`config.mk`:
```
export PLATFORM = sky130hd
export DESIGN_NAME = coil_slave_flat
export DESIGN_NICKNAME = d
export VERILOG_FILES = /design/src/coil_link_pkg.sv /design/src/coil_link_if.sv /design/src/coil_slave.sv /design/src/flat_wrapper.sv
export SDC_FILE = /design/constraint.sdc
export NUM_CORES = 1
export LEC_CHECK = 0
export ABC_AREA = 0
export BUFFER_PORTS_ARGS = -buffer_cell sky130_fd_sc_hd__buf_2
export CAP_MARGIN = 5
export CORE_UTILIZATION = 26
export CTS_BUF_LIST = sky130_fd_sc_hd__clkbuf_16
export CTS_CLUSTER_DIAMETER = 50
export DETAILED_ROUTE_END_ITERATION = 6
export GPL_TIMING_DRIVEN = 0
export PLACE_DENSITY = 0.37
export SLEW_MARGIN = 30
export SYNTH_ARGS = -nofsm -noshare
export SYNTH_HDL_FRONTEND = slang
export SYNTH_SLANG_ARGS = --single-unit
export TNS_END_PERCENT = 5
```
`constraint.sdc`:
```
create_clock -name clk -period 4.1 [get_ports clk]
set_input_delay 0.205 -clock clk [delete_from_list [all_inputs] [get_ports clk]]
set_output_delay 0.205 -clock clk [all_outputs]
set_load 0.02 [all_outputs]
```
`src/coil_link_pkg.sv`:
```
package coil_link_pkg;

  localparam logic [7:0]  FUNC_WRITE_COIL = 8'h05;
  localparam logic [7:0]  ADDR_BROADCAST  = 8'h00;
  localparam logic [7:0]  ADDR_OFFSET     = 8'h01;
  localparam logic [15:0] COIL_HOME       = 16'h049C;
  localparam logic [15:0] COIL_SEARCH     = 16'h049D;
  localparam logic [15:0] DATA_ON         = 16'hFF00;
  localparam logic [15:0] DATA_OFF        = 16'h0000;
  localparam logic [3:0]  FRAME_BYTES     = 4'h8;
  localparam logic [3:0]  EXC_BYTES       = 4'h5;
  localparam logic [3:0]  QUERY_BODY      = 4'h6;
  localparam logic [3:0]  EXC_BODY        = 4'h3;
  localparam logic [7:0]  EXC_FLAG        = 8'h80;
  localparam logic [7:0]  EXC_BAD_FUNC    = 8'h01;
  localparam logic [7:0]  EXC_BAD_ADDR    = 8'h02;
  localparam logic [7:0]  EXC_BAD_DATA    = 8'h03;
  localparam logic [15:0] CRC_INIT        = 16'hFFFF;
  localparam logic [15:0] CRC_POLY        = 16'hA001;
  localparam logic [15:0] CRC_RESIDUE     = 16'h0000;
  localparam int          SILENT_CYC      = 16;
  localparam int          BYTE_CYC        = 4;
  localparam int          RESP_CYC        = 200;
  localparam int          CNT_W           = 8;

  function automatic logic [15:0] crc_step(input logic [15:0] c, input logic [7:0] d);
    logic [15:0] r;
    r = c ^ {8'h00, d};
    for (int i = 0; i < 8; i++)
    begin
      r = r[0] ? ((r >> 1) ^ CRC_POLY) : (r >> 1);
    end
    return r;
  endfunction : crc_step

endpackage : coil_link_pkg

```
`src/coil_link_if.sv`:
```
`timescale 1ns/1ns
`default_nettype none
interface coil_link_if (input wire logic clk);
  logic [7:0] q_data;
  logic       q_valid;
  logic [7:0] r_data;
  logic       r_valid;
  modport master (output q_data, output q_valid, input r_data, input r_valid);
  modport slave  (input q_data, input q_valid, output r_data, output r_valid);
endinterface : coil_link_if
`default_nettype wire

```
`src/coil_slave.sv`:
```
`timescale 1ns/1ns
`default_nettype none
// How it works
// - Own address is axis plus one; 00 broadcasts
// - Only function 05 writes a coil
// - Coil 049C holds home request, FF00/0000
// - Home move starts only on 0000 to FF00
// - Master writes 0000 then FF00 for edge
// - Coil 049D selects stop after search
// - Query frame is exactly eight bytes
// - Trailing CRC checked before acting
// - Silent gaps mark frame start and end
// - Successful write echoed byte for byte, except broadcast
// - Invalid data gets exception or silence
module coil_slave #(
  parameter int SILENT_CYC = coil_link_pkg::SILENT_CYC,
  parameter int BYTE_CYC   = coil_link_pkg::BYTE_CYC
) (
  input  wire logic       clk,
  input  wire logic       rst_b,
  coil_link_if.slave      link,
  input  wire logic [3:0] axis_no,
  output logic            home_move_start,
  output logic            home_coil,
  output logic            search_end_stop,
  output logic            frame_drop
);

  typedef enum logic [1:0] {
    ST_RX  = 2'b00,
    ST_TX  = 2'b01,
    ST_GAP = 2'b10
  } slave_state_t;

  localparam logic [7:0] SILENT_N = 8'(SILENT_CYC);
  localparam logic [7:0] BYTE_N   = 8'(BYTE_CYC - 1);

  slave_state_t state_r;
  slave_state_t state_nxt;
  logic [7:0]   buf_r [0:7];
  logic [3:0]   cnt_r;
  logic         ovf_r;
  logic [15:0]  crc_r;
  logic [7:0]   idle_r;
  logic [7:0]   pace_r;
  logic [3:0]   tx_idx_r;
  logic [3:0]   tx_len_r;
  logic         tx_exc_r;
  logic [7:0]   r_data_r;
  logic         r_valid_r;
  logic         home_r;
  logic         search_r;
  logic         start_r;
  logic         drop_r;

  wire  [7:0]  own_addr   = 8'({4'h0, axis_no}) + coil_link_pkg::ADDR_OFFSET;
  wire         addr_own   = buf_r[0] == own_addr;
  wire         addr_bcast = buf_r[0] == coil_link_pkg::ADDR_BROADCAST;
  wire         len_ok     = (cnt_r == coil_link_pkg::FRAME_BYTES) && !ovf_r;
  wire         crc_ok     = crc_r == coil_link_pkg::CRC_RESIDUE;
  wire         func_ok    = buf_r[1] == coil_link_pkg::FUNC_WRITE_COIL;
  wire  [15:0] coil_addr  = {buf_r[2], buf_r[3]};
  wire  [15:0] coil_data  = {buf_r[4], buf_r[5]};
  wire         is_home    = coil_addr == coil_link_pkg::COIL_HOME;
  wire         is_search  = coil_addr == coil_link_pkg::COIL_SEARCH;
  wire         data_on    = coil_data == coil_link_pkg::DATA_ON;
  wire         data_ok    = data_on || (coil_data == coil_link_pkg::DATA_OFF);
  wire         frame_end  = (state_r == ST_RX) && (cnt_r != 4'h0) && (idle_r >= SILENT_N);
  wire         accept     = frame_end && len_ok && crc_ok && (addr_own || addr_bcast);
  wire         write_ok   = accept && func_ok && (is_home || is_search) && data_ok;
  wire         reply      = accept && !addr_bcast;
  wire  [7:0]  exc_code   = !func_ok ? coil_link_pkg::EXC_BAD_FUNC :
                            !(is_home || is_search) ? coil_link_pkg::EXC_BAD_ADDR :
                            coil_link_pkg::EXC_BAD_DATA;
  wire         rx_byte    = (state_r == ST_RX) && link.q_valid;
  wire         tx_fire    = (state_r == ST_TX) && (pace_r == 8'h00);
  wire         tx_last    = tx_fire && (tx_idx_r == tx_len_r - 4'h1);
  wire         gap_done   = (state_r == ST_GAP) && (idle_r >= SILENT_N);
  wire  [7:0]  tx_byte    = !tx_exc_r ? buf_r[tx_idx_r[2:0]] :
                            (tx_idx_r < coil_link_pkg::EXC_BODY) ? buf_r[tx_idx_r[2:0]] :
                            (tx_idx_r == coil_link_pkg::EXC_BODY) ? crc_r[7:0] :
                            crc_r[15:8];

  always_comb
  begin
    state_nxt = state_r;
    case (state_r)
      ST_RX:
      begin
        if (reply)
        begin
          state_nxt = ST_TX;
        end
      end
      ST_TX:
      begin
        if (tx_last)
        begin
          state_nxt = ST_GAP;
        end
      end
      ST_GAP:
      begin
        if (gap_done)
        begin
          state_nxt = ST_RX;
        end
      end
      default:
      begin
        state_nxt = ST_RX;
      end
    endcase
  end

  always_ff @(posedge clk or negedge rst_b)
  begin
    if (!rst_b)
    begin
      state_r <= ST_RX;
    end
    else
    begin
      state_r <= state_nxt;
    end
  end

  // Silence counter, restarted by every query byte, by a frame end and by the last reply byte
  always_ff @(posedge clk or negedge rst_b)
  begin
    if (!rst_b)
    begin
      idle_r <= 8'h00;
    end
    else if (link.q_valid || tx_last || frame_end)
    begin
      idle_r <= 8'h00;
    end
    else if (idle_r != 8'hFF)
    begin
      idle_r <= idle_r + 8'h01;
    end
  end

  // Frame capture, CRC and exception rewrite share one byte store
  always_ff @(posedge clk or negedge rst_b)
  begin
    if (!rst_b)
    begin
      cnt_r <= 4'h0;
      ovf_r <= 1'b0;
      crc_r <= coil_link_pkg::CRC_INIT;
      for (int i = 0; i < 8; i++)
      begin
        buf_r[i] <= 8'h00;
      end
    end
    else if (frame_end)
    begin
      cnt_r <= 4'h0;
      ovf_r <= 1'b0;
      crc_r <= coil_link_pkg::CRC_INIT;
      if (reply && !write_ok)
      begin
        buf_r[1] <= buf_r[1] | coil_link_pkg::EXC_FLAG;
        buf_r[2] <= exc_code;
      end
    end
    else if (rx_byte)
    begin
      crc_r <= coil_link_pkg::crc_step(crc_r, link.q_data);
      if (cnt_r == coil_link_pkg::FRAME_BYTES)
      begin
        ovf_r <= 1'b1;
      end
      else
      begin
        buf_r[cnt_r[2:0]] <= link.q_data;
        cnt_r <= cnt_r + 4'h1;
      end
    end
    else if (tx_fire && tx_idx_r < coil_link_pkg::EXC_BODY)
    begin
      crc_r <= coil_link_pkg::crc_step(crc_r, tx_byte);
    end
    else if (tx_last)
    begin
      crc_r <= coil_link_pkg::CRC_INIT;
    end
  end

  // Reply sender, one byte every BYTE_CYC cycles
  always_ff @(posedge clk or negedge rst_b)
  begin
    if (!rst_b)
    begin
      tx_idx_r  <= 4'h0;
      tx_len_r  <= 4'h0;
      tx_exc_r  <= 1'b0;
      pace_r    <= 8'h00;
      r_data_r  <= 8'h00;
      r_valid_r <= 1'b0;
    end
    else
    begin
      r_valid_r <= tx_fire;
      if (reply)
      begin
        tx_idx_r <= 4'h0;
        tx_exc_r <= !write_ok;
        tx_len_r <= write_ok ? coil_link_pkg::FRAME_BYTES : coil_link_pkg::EXC_BYTES;
        pace_r   <= 8'h00;
      end
      else if (tx_fire)
      begin
        r_data_r <= tx_byte;
        tx_idx_r <= tx_idx_r + 4'h1;
        pace_r   <= BYTE_N;
      end
      else if (pace_r != 8'h00)
      begin
        pace_r <= pace_r - 8'h01;
      end
    end
  end

  // Coil storage and home edge detection
  always_ff @(posedge clk or negedge rst_b)
  begin
    if (!rst_b)
    begin
      home_r   <= 1'b0;
      search_r <= 1'b0;
      start_r  <= 1'b0;
      drop_r   <= 1'b0;
    end
    else
    begin
      start_r <= write_ok && is_home && data_on && !home_r;
      drop_r  <= frame_end && !accept;
      if (write_ok && is_home)
      begin
        home_r <= data_on;
      end
      if (write_ok && is_search)
      begin
        search_r <= data_on;
      end
    end
  end

  assign link.r_data     = r_data_r;
  assign link.r_valid    = r_valid_r;
  assign home_move_start = start_r;
  assign home_coil       = home_r;
  assign search_end_stop = search_r;
  assign frame_drop      = drop_r;

endmodule : coil_slave
`default_nettype wire

```
`src/flat_wrapper.sv`:
```
// flat-port wrapper written by rule: the top's interface ports become plain ports
module coil_slave_flat 
#(
  parameter int SILENT_CYC = coil_link_pkg::SILENT_CYC,
  parameter int BYTE_CYC   = coil_link_pkg::BYTE_CYC
)
  (clk, rst_b, axis_no, home_move_start, home_coil, search_end_stop, frame_drop, link_q_data, link_q_valid, link_r_data, link_r_valid);
  coil_link_if link_i (.clk(clk));
  input  wire logic clk;
  input  wire logic rst_b;
  input  wire logic [3:0] axis_no;
  output logic home_move_start;
  output logic home_coil;
  output logic search_end_stop;
  output logic frame_drop;
  input wire logic [$bits(link_i.q_data)-1:0] link_q_data;
  input wire logic [$bits(link_i.q_valid)-1:0] link_q_valid;
  output wire logic [$bits(link_i.r_data)-1:0] link_r_data;
  output wire logic [$bits(link_i.r_valid)-1:0] link_r_valid;
  assign link_i.q_data = link_q_data;
  assign link_i.q_valid = link_q_valid;
  assign link_r_data = link_i.r_data;
  assign link_r_valid = link_i.r_valid;
  coil_slave #(.SILENT_CYC(SILENT_CYC), .BYTE_CYC(BYTE_CYC)) u_core (.clk(clk), .rst_b(rst_b), .link(link_i), .axis_no(axis_no), .home_move_start(home_move_start), .home_coil(home_coil), .search_end_stop(search_end_stop), .frame_drop(frame_drop));
endmodule
```
== Word level (Yosys, flattened, before mapping) ==
Cells that the tools add are included.
Word-level totals
  flip-flop bits (word level): 125
  word-level logic and storage cells: 178
  input port bits: 15
Cells by class
  add/subtract/negate cells: 6
  reduce and logical (&&, ||, !) cells: 51
  muxes and demuxes: 53
  bitwise gates (word level): 23
  $lt $le $gt $ge: 5
  eq/ne operators: 16
Operator list (number)
  2-to-1 mux 16 bit: 22
  2-to-1 mux 56 bit: 2
  2-to-1 mux 8 bit: 12
  bitwise mux 64 bit: 1
  inverter 2 -> 3 bit: 16
  == test 16 x 11 -> 1 bit, second input constant: 2
  logical NOT 16 bit: 2
  XOR 16 x 8 -> 16 bit: 2
  binary-select mux 8 bit (select 3 bit): 1
  demux 8 bit (select 3 bit): 1
  2-to-1 mux 4 bit: 6
  logical AND 1 bit: 22
  == test 16 bit, second input constant: 1
  logical NOT 8 bit: 2
  AND reduction 3 bit: 3
  adder 4 x 1 -> 4 bit, second input constant: 2
  adder 8 x 1 -> 8 bit, second input constant: 1
  == test 8 x 3 -> 1 bit, second input constant: 1
  == test 8 x 5 -> 1 bit: 1
  greater-or-equal comparator 4 bit, second input constant: 2
  greater-or-equal comparator 8 x 5 -> 1 bit, second input constant: 1
  inequality test 2 x 1 -> 1 bit, second input constant: 4
  inequality test 8 bit, second input constant: 1
  inverter 3 -> 4 bit: 2
  other kinds (23): 44

== Logic depth before layout (Yosys ltp) ==
Gate-level depths: netlist of run 1.
  depth after elaboration: 26
  gate-level depth with buffers: 13
  gate-level depth less buffers: 11

== Least setup slack after synthesis of run 1 ==
OpenSTA, ideal clock, no wires.
  kind: reg-to-reg
  start point: register u_core.tx_idx_r[1]
  end point: register u_core.crc_r[0]
  slack: 1.098 ns
  stages on the path, launching flop included: 12
  required time: 4.039 ns
  arrival time: 2.941 ns
  buffers on the path: 1
  cell sequence: dfrtp_1 -> ha_1 -> buf_2 -> or4b_2 -> o21ai_0 -> a22oi_1 -> xnor3_1 -> xor3_1 -> xor3_1 -> o21ai_2 -> xnor2_1 -> o22a_1
Between the ends
  cells in the longest elaborated chain, start to end: 19
  elaborated cells on any way between the ends: 32
RTL lines
  from (decl): line coil_slave.sv:46  | logic [3:0] tx_idx_r;
  from (signal assigned): line coil_slave.sv:217  | tx_idx_r <= tx_idx_r + 4'h1;
  inverter 3 -> 4 bit (implied by the code): line coil_slave.sv:79, coil_slave.sv:80
  binary-select mux 8 bit (select 3 bit): line coil_slave.sv:79, coil_slave.sv:80
  2-to-1 mux 8 bit (implied by the code) (2 in a row): line coil_slave.sv:79, coil_slave.sv:80
  2-to-1 mux 8 bit: line coil_slave.sv:80  | (tx_idx_r < coil_link_pkg::EXC_BODY) ? buf_r[tx_idx_r[2:0]] :
  2-to-1 mux 8 bit: line coil_slave.sv:79  | wire [7:0] tx_byte = !tx_exc_r ? buf_r[tx_idx_r[2:0]] :
  XOR 16 x 8 -> 16 bit: line coil_link_pkg.sv:28  | r = c ^ {8'h00, d};
  2-to-1 mux 16 bit / inverter 2 -> 3 bit (equally long branches) (6 in a row)
  inverter 2 -> 3 bit (no source line) / 2-to-1 mux 16 bit (equally long branches)
  2-to-1 mux 16 bit (2 in a row): line coil_link_pkg.sv:31  | r = r[0] ? ((r >> 1) ^ CRC_POLY) : (r >> 1);
  2-to-1 mux 16 bit: line coil_slave.sv:182  | else if (tx_fire && tx_idx_r < coil_link_pkg::EXC_BODY)
  2-to-1 mux 16 bit: line coil_slave.sv:169  | else if (rx_byte)
  2-to-1 mux 16 bit: line coil_slave.sv:158  | else if (frame_end)
  to (signal assigned): line coil_slave.sv:162  | crc_r <= coil_link_pkg::CRC_INIT;
  to (signal assigned): line coil_slave.sv:171  | crc_r <= coil_link_pkg::crc_step(crc_r, link.q_data);
  to (signal assigned): line coil_slave.sv:184  | crc_r <= coil_link_pkg::crc_step(crc_r, tx_byte);
  to (decl): line coil_slave.sv:43  | logic [15:0] crc_r;
Parallel ways exist; a longest one is shown, timed or not. The select of a mux whose other input is x is not followed.
A chain may end at the register's enable or synchronous reset.

== Worst setup path in the final report of run 1 ==
  start point: register u_core.cnt_r[0]
  end point: register u_core.buf_r[40] (netlist name)
Between the ends
  cells in the longest elaborated chain, start to end: 13
  elaborated cells on any way between the ends: 28
RTL lines
  from (decl): line coil_slave.sv:41  | logic [3:0] cnt_r;
  from (signal assigned): line coil_slave.sv:179  | cnt_r <= cnt_r + 4'h1;
  parallel branches: the longest is 13 deep, another holds greater-or-equal comparator 4 bit
  to (signal, indexed assignment): line coil_slave.sv:178  | buf_r[cnt_r[2:0]] <= link.q_data;
  to (decl): line coil_slave.sv:40  | logic [7:0] buf_r [0:7];
Several ways; the timed one is not identified. The select of a mux whose other input is x is not followed.

==> key figures, run 1 <==
Clocking
  • Clock transition at path regs: 0.06 ns
  • CTS Sinks: 122
  • CTS buffer count: 17
  • Post-CTS Setup Inserts: 0
  • H-tree levels: 4
  • Clock Tree Root: clkbuf_16
  • CTS Buffer Depth: 2
  • Clk_lat worst skew: 0.42 ns
  • CTS tree: built

Global route
  • Vias in the first global route: 4,946
  • Grt total ovfl: 0
  • GR Util All Layers: 16.0%
  • Antenna violations before repair: 0
  • Largest net degree at the start of global routing: 73
  • First-pass GRT wire length: 30,600 um

Finish
  • Fillers: 2,554
  • Reg area: 3070 um^2
  • Layout cell share with drive strength beyond 1: 24.6%
  • Syn-to-layout area delta: 17.2%
  • Diodes inserted: 0
  • Multi-input gate area: 3430 um^2
  • Nets: 657

Critical path
  • CP delay by family, top: simple AND/OR/NAND/NOR gates
  • Slowest stage delay, CP: 0.75 ns
  • CP startpoint: u_core.cnt_r[0]
  • Worst path depth: 12
  • Worst path cell trace: clkbuf_1 -> inv_1 -> ha_1 -> a21oi_1 -> nand2_1 -> nor4_1 -> nand2_1 -> or2_2 -> clkbuf_1 -> nor2_1 -> mux2i_1 -> a21oi_1
  • Crit end category: register
  • Crit Path Category: register to register
  • Minimum setup slack among reg-to-reg paths: 0.34 ns
  • WP buf/inv: 3
  • Reg2Reg Depth: 12
  • RR Startpoint: u_core.cnt_r[0]
  • Worst EP arrival: 4.04 ns
  • Slowest cell on the critical path: nor2_1
  • Crit path launch type: register
  • Worst EP required: 4.38 ns
  • CP max FO: 10
  • Critical R2R Capture: u_core.buf_r[40]

Floorplanning
  • I/O pin count: 28
  • Starting density of the core: 26.4%
  • DIE WIDTH: 162 um
  • # rows: 58
  • Die Area: 26,300 um^2
  • Core area: 25,200 um^2
  • DIE HEIGHT: 162 um

Place
  • GPL Wtd Cong: 0.810
  • PortBufs: 19
  • HPWL Detailed: 14,300 um

Yosys
  • Post-synth top area share: 39.8%
  • Synth unique cells: 54
  • Warnings, synthesis: 0
  • Mapped Cells: 595
  • Largest family of logic cells by synthesized area: multiplexers
  • Number of synthesized flops with an enable pin: 0
  • Yosys reg bits: 122
  • Ys async rst share: 100%
  • Area leader, netlist: dfrtp_1
  • Syn avg cell area: 11.2 um^2
  • Largest cells by area after synthesis: dfrtp_1 40%, mux2_2 10%, dfstp_2 6.3%
  • Top cells by count, synth: 106 x dfrtp_1, 62 x mux2_2, 54 x nor2_1
  • Area share of fa/ha/maj cells after synthesis: 1.32%
  • Mapped Area: 6660 um^2
  • Count leader, synth: dfrtp_1
  • Compound-cell area share of the yosys netlist: 8.28%
  • Mux share of post-synthesis cell area: 18.5%
  • Syn nets: 617
  • Register area share after synthesis: 46.1%
  • Synth Area in XOR/XNOR: 9.21%
  • Simple-gate share of the synthesized area: 13.9%
  • Top FF cell, synth: dfrtp_1

Route
  • Initial DRT Pass Iterations: 5
  • Routed wl met2: 9370 um
  • Post-route DRC violation count: 0
  • WL final: 19,600 um
  • First DRT Iteration DRCs: 194
  • WL/cell: 20.1 um
  • Top sig layer: met4
  • Antenna-violating nets left: 0
  • Vias: 4,813
  • Vias per cell: 4.93
  • M1 WL: 9000 um
  • Met3 WL: 779 um

Timing
  • Post-route minimum period: 3.76 ns
  • Max-slew violations: 0
  • Worst-margin pin slew: 0.974 ns
  • RSZ-0062 raised after global routing: false
  • Final Skew: 0.0108 ns
  • Fmax: 0.266 GHz
  • Final hold viol count: 0
  • Max-slew headroom: 34.8%
  • Setup violators final: 0
  • Final period util: 91.7%
  • Setup tns final: 0 ns

Power and ir drop
  • Power per cell area: 354 nW/um^2
  • Leak pwr: 0.00355 uW
  • Pwr Total: 2770 uW
  • Maximum vdd drop: 221 uV

Outcome
  • Status: finished, final reports clean

Job
  • MaxCap Viol Count: 0

Worst hold path
  • Min-Delay Path Class: input pin to asynchronous set/reset pin
[cell type report]
class	instances	area share, %
multi-input combinational	432	44.0
clock buffer	17	5.45
sequential	122	39.4
tap	330	5.29
inverter	8	0.385
buffer	33	1.94
clock inverter	14	1.72
timing repair buffer	21	1.83
[registers in the layout, indices dropped and copies added, names as in the netlist]
register,cells
u_core.frame_drop,1
u_core.search_end_stop,1
u_core.home_coil,1
u_core.pace_r,8
u_core.crc_r,16
u_core.tx_idx_r,4
u_core.link.r_data,8
u_core.link.r_valid,1
u_core.buf_r,64
u_core.idle_r,8
u_core.home_move_start,1
u_core.cnt_r,4
u_core.state_r,2
u_core.ovf_r,1
u_core.tx_len_r,2
[how the worst max path moves through the flow]
| stage | endpoint | slack, ns |
|---|---|---|
| global placement | u_core.buf_r[23] | 0.10 |
| CTS | u_core.buf_r[40] | 0.28 |
| finish | u_core.buf_r[40] | 0.34 |
| floorplan | u_core.crc_r[0] | 1.10 |
| global route | u_core.buf_r[40] | 0.06 |
| detailed placement | u_core.buf_r[40] | 0.31 |
[power by group]
part | total (uW) | switching, uW | internal (uW)
Sequential | 1210 | 2.98 | 1210
Clock | 1460 | 576 | 881
Combinational | 98.0 | 67.7 | 30.3
[repair_timing]
action                                 in CTS  in global routing
gates resized for setup                     0                  0
endpoints found under the hold margin      46                  0
hold buffers                                1                  0
[worst register-to-register path: cells and delay by family, from the launching register on]
kind,cells,cell delay (ns)
and+or+nand+nor,5,1.81
buffers and inverters,3,0.66
DFF,1,0.35
adders and majority gates,1,0.27
AOI/OAI and AO/OA,2,0.27
muxes,1,0.26
[logic make-up after synthesis]
group | after synthesis
adder cells (fa/ha/maj) | 7
flip-flops | 122
buffers and inverters | 41
AO/OA/AOI/OAI | 83
multiplexers | 91
XOR/XNOR | 65
AND/OR/NAND/NOR | 186
[routing by layer]
metal  global-route usage, %  vias up
met5                       0        -
met4                    6.60        0
met3                    3.17       32
met2                    25.3       99
met1                    21.2     2449
li1                        -     2233
[stage by stage]
step	setup WS (ns)	util (%)	area [um^2]	cells	hold slack [ns]
floorplan	1.10	-	6660	595	-0.0906
global placement	0.102	28.5	7170	944	0.456
detailed placement	0.308	28.7	7220	945	0.154
CTS	0.279	30.9	7790	977	0.282
global route	0.0570	31.0	7800	977	0.319
finish	0.341	31.0	7800	977	0.280
[cell usage in the layout, fill, tap and decap left out, types with 5 or more instances in the layout]
master / synthesis / layout
ha_1: 7 / 7
clkbuf_16: 0 / 17
mux2i_1: 13 / 13
o21ai_0: 16 / 16
nand3_1: 13 / 13
xnor2_1: 43 / 43
nor2_1: 54 / 52
nor4_1: 11 / 10
dfrtp_1: 106 / 106
nand4_1: 10 / 10
nor4b_1: 5 / 5
xor2_1: 19 / 19
clkbuf_1: 22 / 22
dfstp_2: 16 / 16
o22a_1: 9 / 9
nand2_1: 49 / 49
o22ai_1: 10 / 10
a21oi_1: 22 / 22
or3_1: 5 / 5
a211oi_1: 5 / 5
nor3_1: 11 / 10
buf_2: 7 / 25
mux4_1: 11 / 11
mux2_2: 62 / 62
mux4_2: 5 / 5
inv_1: 7 / 8
(Power assumes the default switching activity.)
==> run 2: changes to the inputs <==
Settings changed: CTS_BUF_LIST sky130_fd_sc_hd__clkbuf_16 to default.
==> key figures, run 2 (synthesized netlist as in run 1, its figures left out) <==
Power and ir drop
  • Power per cell area: 361 nW/um^2 (+1.8%)
  • Maximum vdd drop: 219 uV (-1.3%)
  • Sw Share: 22.9% (-0.48 points)
  • Pwr Total: 2830 uW (+2.1%)
  • Sw Pwr: 647 uW (about the same)
  • Clock network fraction of total power: 53.6% (+0.9 points)
  • Pint: 2180 uW (+2.8%)
  • Power share of the sequential group: 42.9% (-0.9 points)
  • Leak pwr: 0.00357 uW (+0.36%)
  • Comb pwr share: 3.5% (about the same)

Finish
  • Most flop-heavy register: u_core.buf_r
  • Fillers: 2,547 (-0.27%)
  • Largest registers: u_core.buf_r: 64 flops, u_core.crc_r: 16 flops
  • Largest register FFs: 64 (unchanged)
  • Most frequent cells in the layout: 106 x dfrtp_1, 62 x mux2_2, 52 x nor2_1
  • Layout cell share with drive strength beyond 1: 25.0% (+0.46 points)
  • Syn-to-layout area delta: 17.6%
  • Diodes inserted: 0 (unchanged)
  • Nets: 657 (unchanged)
  • Commonest non-fill, non-tap cell in the layout: dfrtp_1

Timing
  • Worst hold slack: 0.275 ns (-0.00547 ns)
  • Worst-margin pin slew: 0.984 ns (+0.00952 ns)
  • Post-route minimum period: 3.75 ns (-0.00451 ns)
  • Fmax: 0.266 GHz (+0.12%)
  • Max-slew headroom: 34.2% (-0.64 points)
  • Max-slew violations: 0 (unchanged)
  • Final period util: 91.6% (-0.11 points)
  • RSZ-0062 raised after global routing: false
  • Final hold viol count: 0 (unchanged)
  • Setup violators final: 0 (unchanged)
  • Setup tns final: 0 ns (unchanged)
  • Final Skew: 0.0129 ns (+0.00209 ns)

Route
  • First DRT Iteration DRCs: 212 (+9.3%)
  • Antenna-violating nets left: 0 (unchanged)
  • Vias: 4,824 (+0.23%)
  • Post-route DRC violation count: 0 (unchanged)
  • WL/cell: 20.1 um (about the same)
  • Vias per cell: 4.94 (+0.23%)
  • WL final: 19,700 um (about the same)
  • Initial DRT Pass Iterations: 4 (-1)

Global route
  • Grt total ovfl: 0 (unchanged)
  • First-pass GRT wire length: 30,600 um (about the same)
  • Largest net degree at the start of global routing: 73 (unchanged)
  • GR Util All Layers: 15.9% (-0.022 points)
  • Vias in the first global route: 4,949 (+0.061%)
  • Antenna violations before repair: 0 (unchanged)

Clocking
  • CTS buffer count: 17 (unchanged)
  • Clock transition at path regs: 0.06 ns (about the same)
  • H-tree levels: 4 (unchanged)
  • CTS Buffer Depth: 2 (unchanged)
  • Hold_buf cts: 1 (unchanged)
  • Post-CTS Setup Inserts: 0 (unchanged)
  • Clock Tree Root: clkbuf_16
  • CTS Sinks: 122 (unchanged)
  • CTS tree: built
  • Clk_lat worst skew: 0.42 ns (about the same)
  • CTS resizes: 0 (unchanged)

Floorplanning
  • Starting density of the core: 26.4% (unchanged)
  • # rows: 58 (unchanged)
  • Core area: 25,200 um^2 (unchanged)
  • DIE WIDTH: 162 um (unchanged)
  • DIE HEIGHT: 162 um (unchanged)
  • I/O pin count: 28 (unchanged)
  • Die Area: 26,300 um^2 (unchanged)

Place
  • PortBufs: 19 (unchanged)
  • GPL Wtd Cong: 0.810 (unchanged)
  • HPWL Detailed: 14,300 um (unchanged)

Critical path
  • Worst EP required: 4.38 ns (about the same)
  • Crit Path Category: register to register
  • Worst EP arrival: 4.04 ns (about the same)
  • Reg2Reg Depth: 12 (unchanged)
  • Crit end category: register
  • Crit path launch type: register
  • CP max FO: 10 (unchanged)

Worst hold path
  • Min-Delay Path Class: input pin to register
  • Hold depth: 3

Job
  • MaxCap Viol Count: 0 (unchanged)

Outcome
  • Status: finished, final reports clean
run 2: cell types whose count changed in the layout (fill, tap and decap cells not counted):
| cell | change |
|---|---|
| clkbuf_8 | +3 |
| inv_1 | -1 |
| clkbuf_1 | +1 |
| clkinv_1 | -3 |
run 2: cell type report:
type / count / area, um^2 / share of cell area (%)
plain buffers: 33 / 151 / 1.93
well taps: 330 / 413 / 5.27
multi-input cells: 432 / 3430 / 43.8
clock buffers: 21 / 470 / 6.01
flip-flops and latches: 122 / 3070 / 39.2
clock inverters: 10 / 119 / 1.52
inverters: 8 / 30.0 / 0.383
repair buffers: 21 / 143 / 1.82
run 2: per-stage QoR:
step | utilization [%] | area [um^2] | std cells | setup WS (ns)
final | 31.1 | 7830 | 977 | 0.346
after global routing | 31.1 | 7830 | 977 | 0.0546
after CTS | 31.1 | 7820 | 977 | 0.279
after detailed placement | 28.7 | 7220 | 945 | 0.308
after global placement | 28.5 | 7170 | 944 | 0.102
after floorplan | - | 6660 | 595 | 1.10
run 2: worst max-delay path, stage by stage, from the launching register on:
cell and delay (ns):
dfrtp_1 0.35, clkbuf_1 0.30, inv_1 0.17, ha_1 0.27, a21oi_1 0.19, nand2_1 0.11
nor4_1 0.61, nand2_1 0.08, or2_2 0.28, clkbuf_1 0.19, nor2_1 0.72, mux2i_1 0.26
a21oi_1 0.08
run 2: worst paths after layout:
path	startpoint	end	slack, ns
min reg2reg	u_core.home_coil	u_core.home_move_start	0.47
min	link_q_data[7]	u_core.buf_r[47]	0.27
min in group asynchronous	rst_b	u_core.link.r_data[7]	0.28
max in group asynchronous	rst_b	u_core.buf_r[16]	3.10
max	u_core.cnt_r[0]	u_core.buf_r[40]	0.35
max reg2reg	u_core.cnt_r[0]	u_core.buf_r[40]	0.35
run 2: power by group through the flow:
stage	logic, uW	clock network (uW)	registers, uW
floorplan	47.0	0	1230
global placement	94.1	0	1230
detailed placement	100	0	1230
CTS	102	1550	1210
global route	111	1610	1210
finish	98.1	1520	1210
run 2: layer usage:
layer,up-vias,GRT usage [%],part of all wire [%]
li1,2236,-,-
met1,2480,21.2,46
met2,85,25.3,48
met3,23,3.01,3.7
met4,0,6.86,2.0
met5,-,0,0
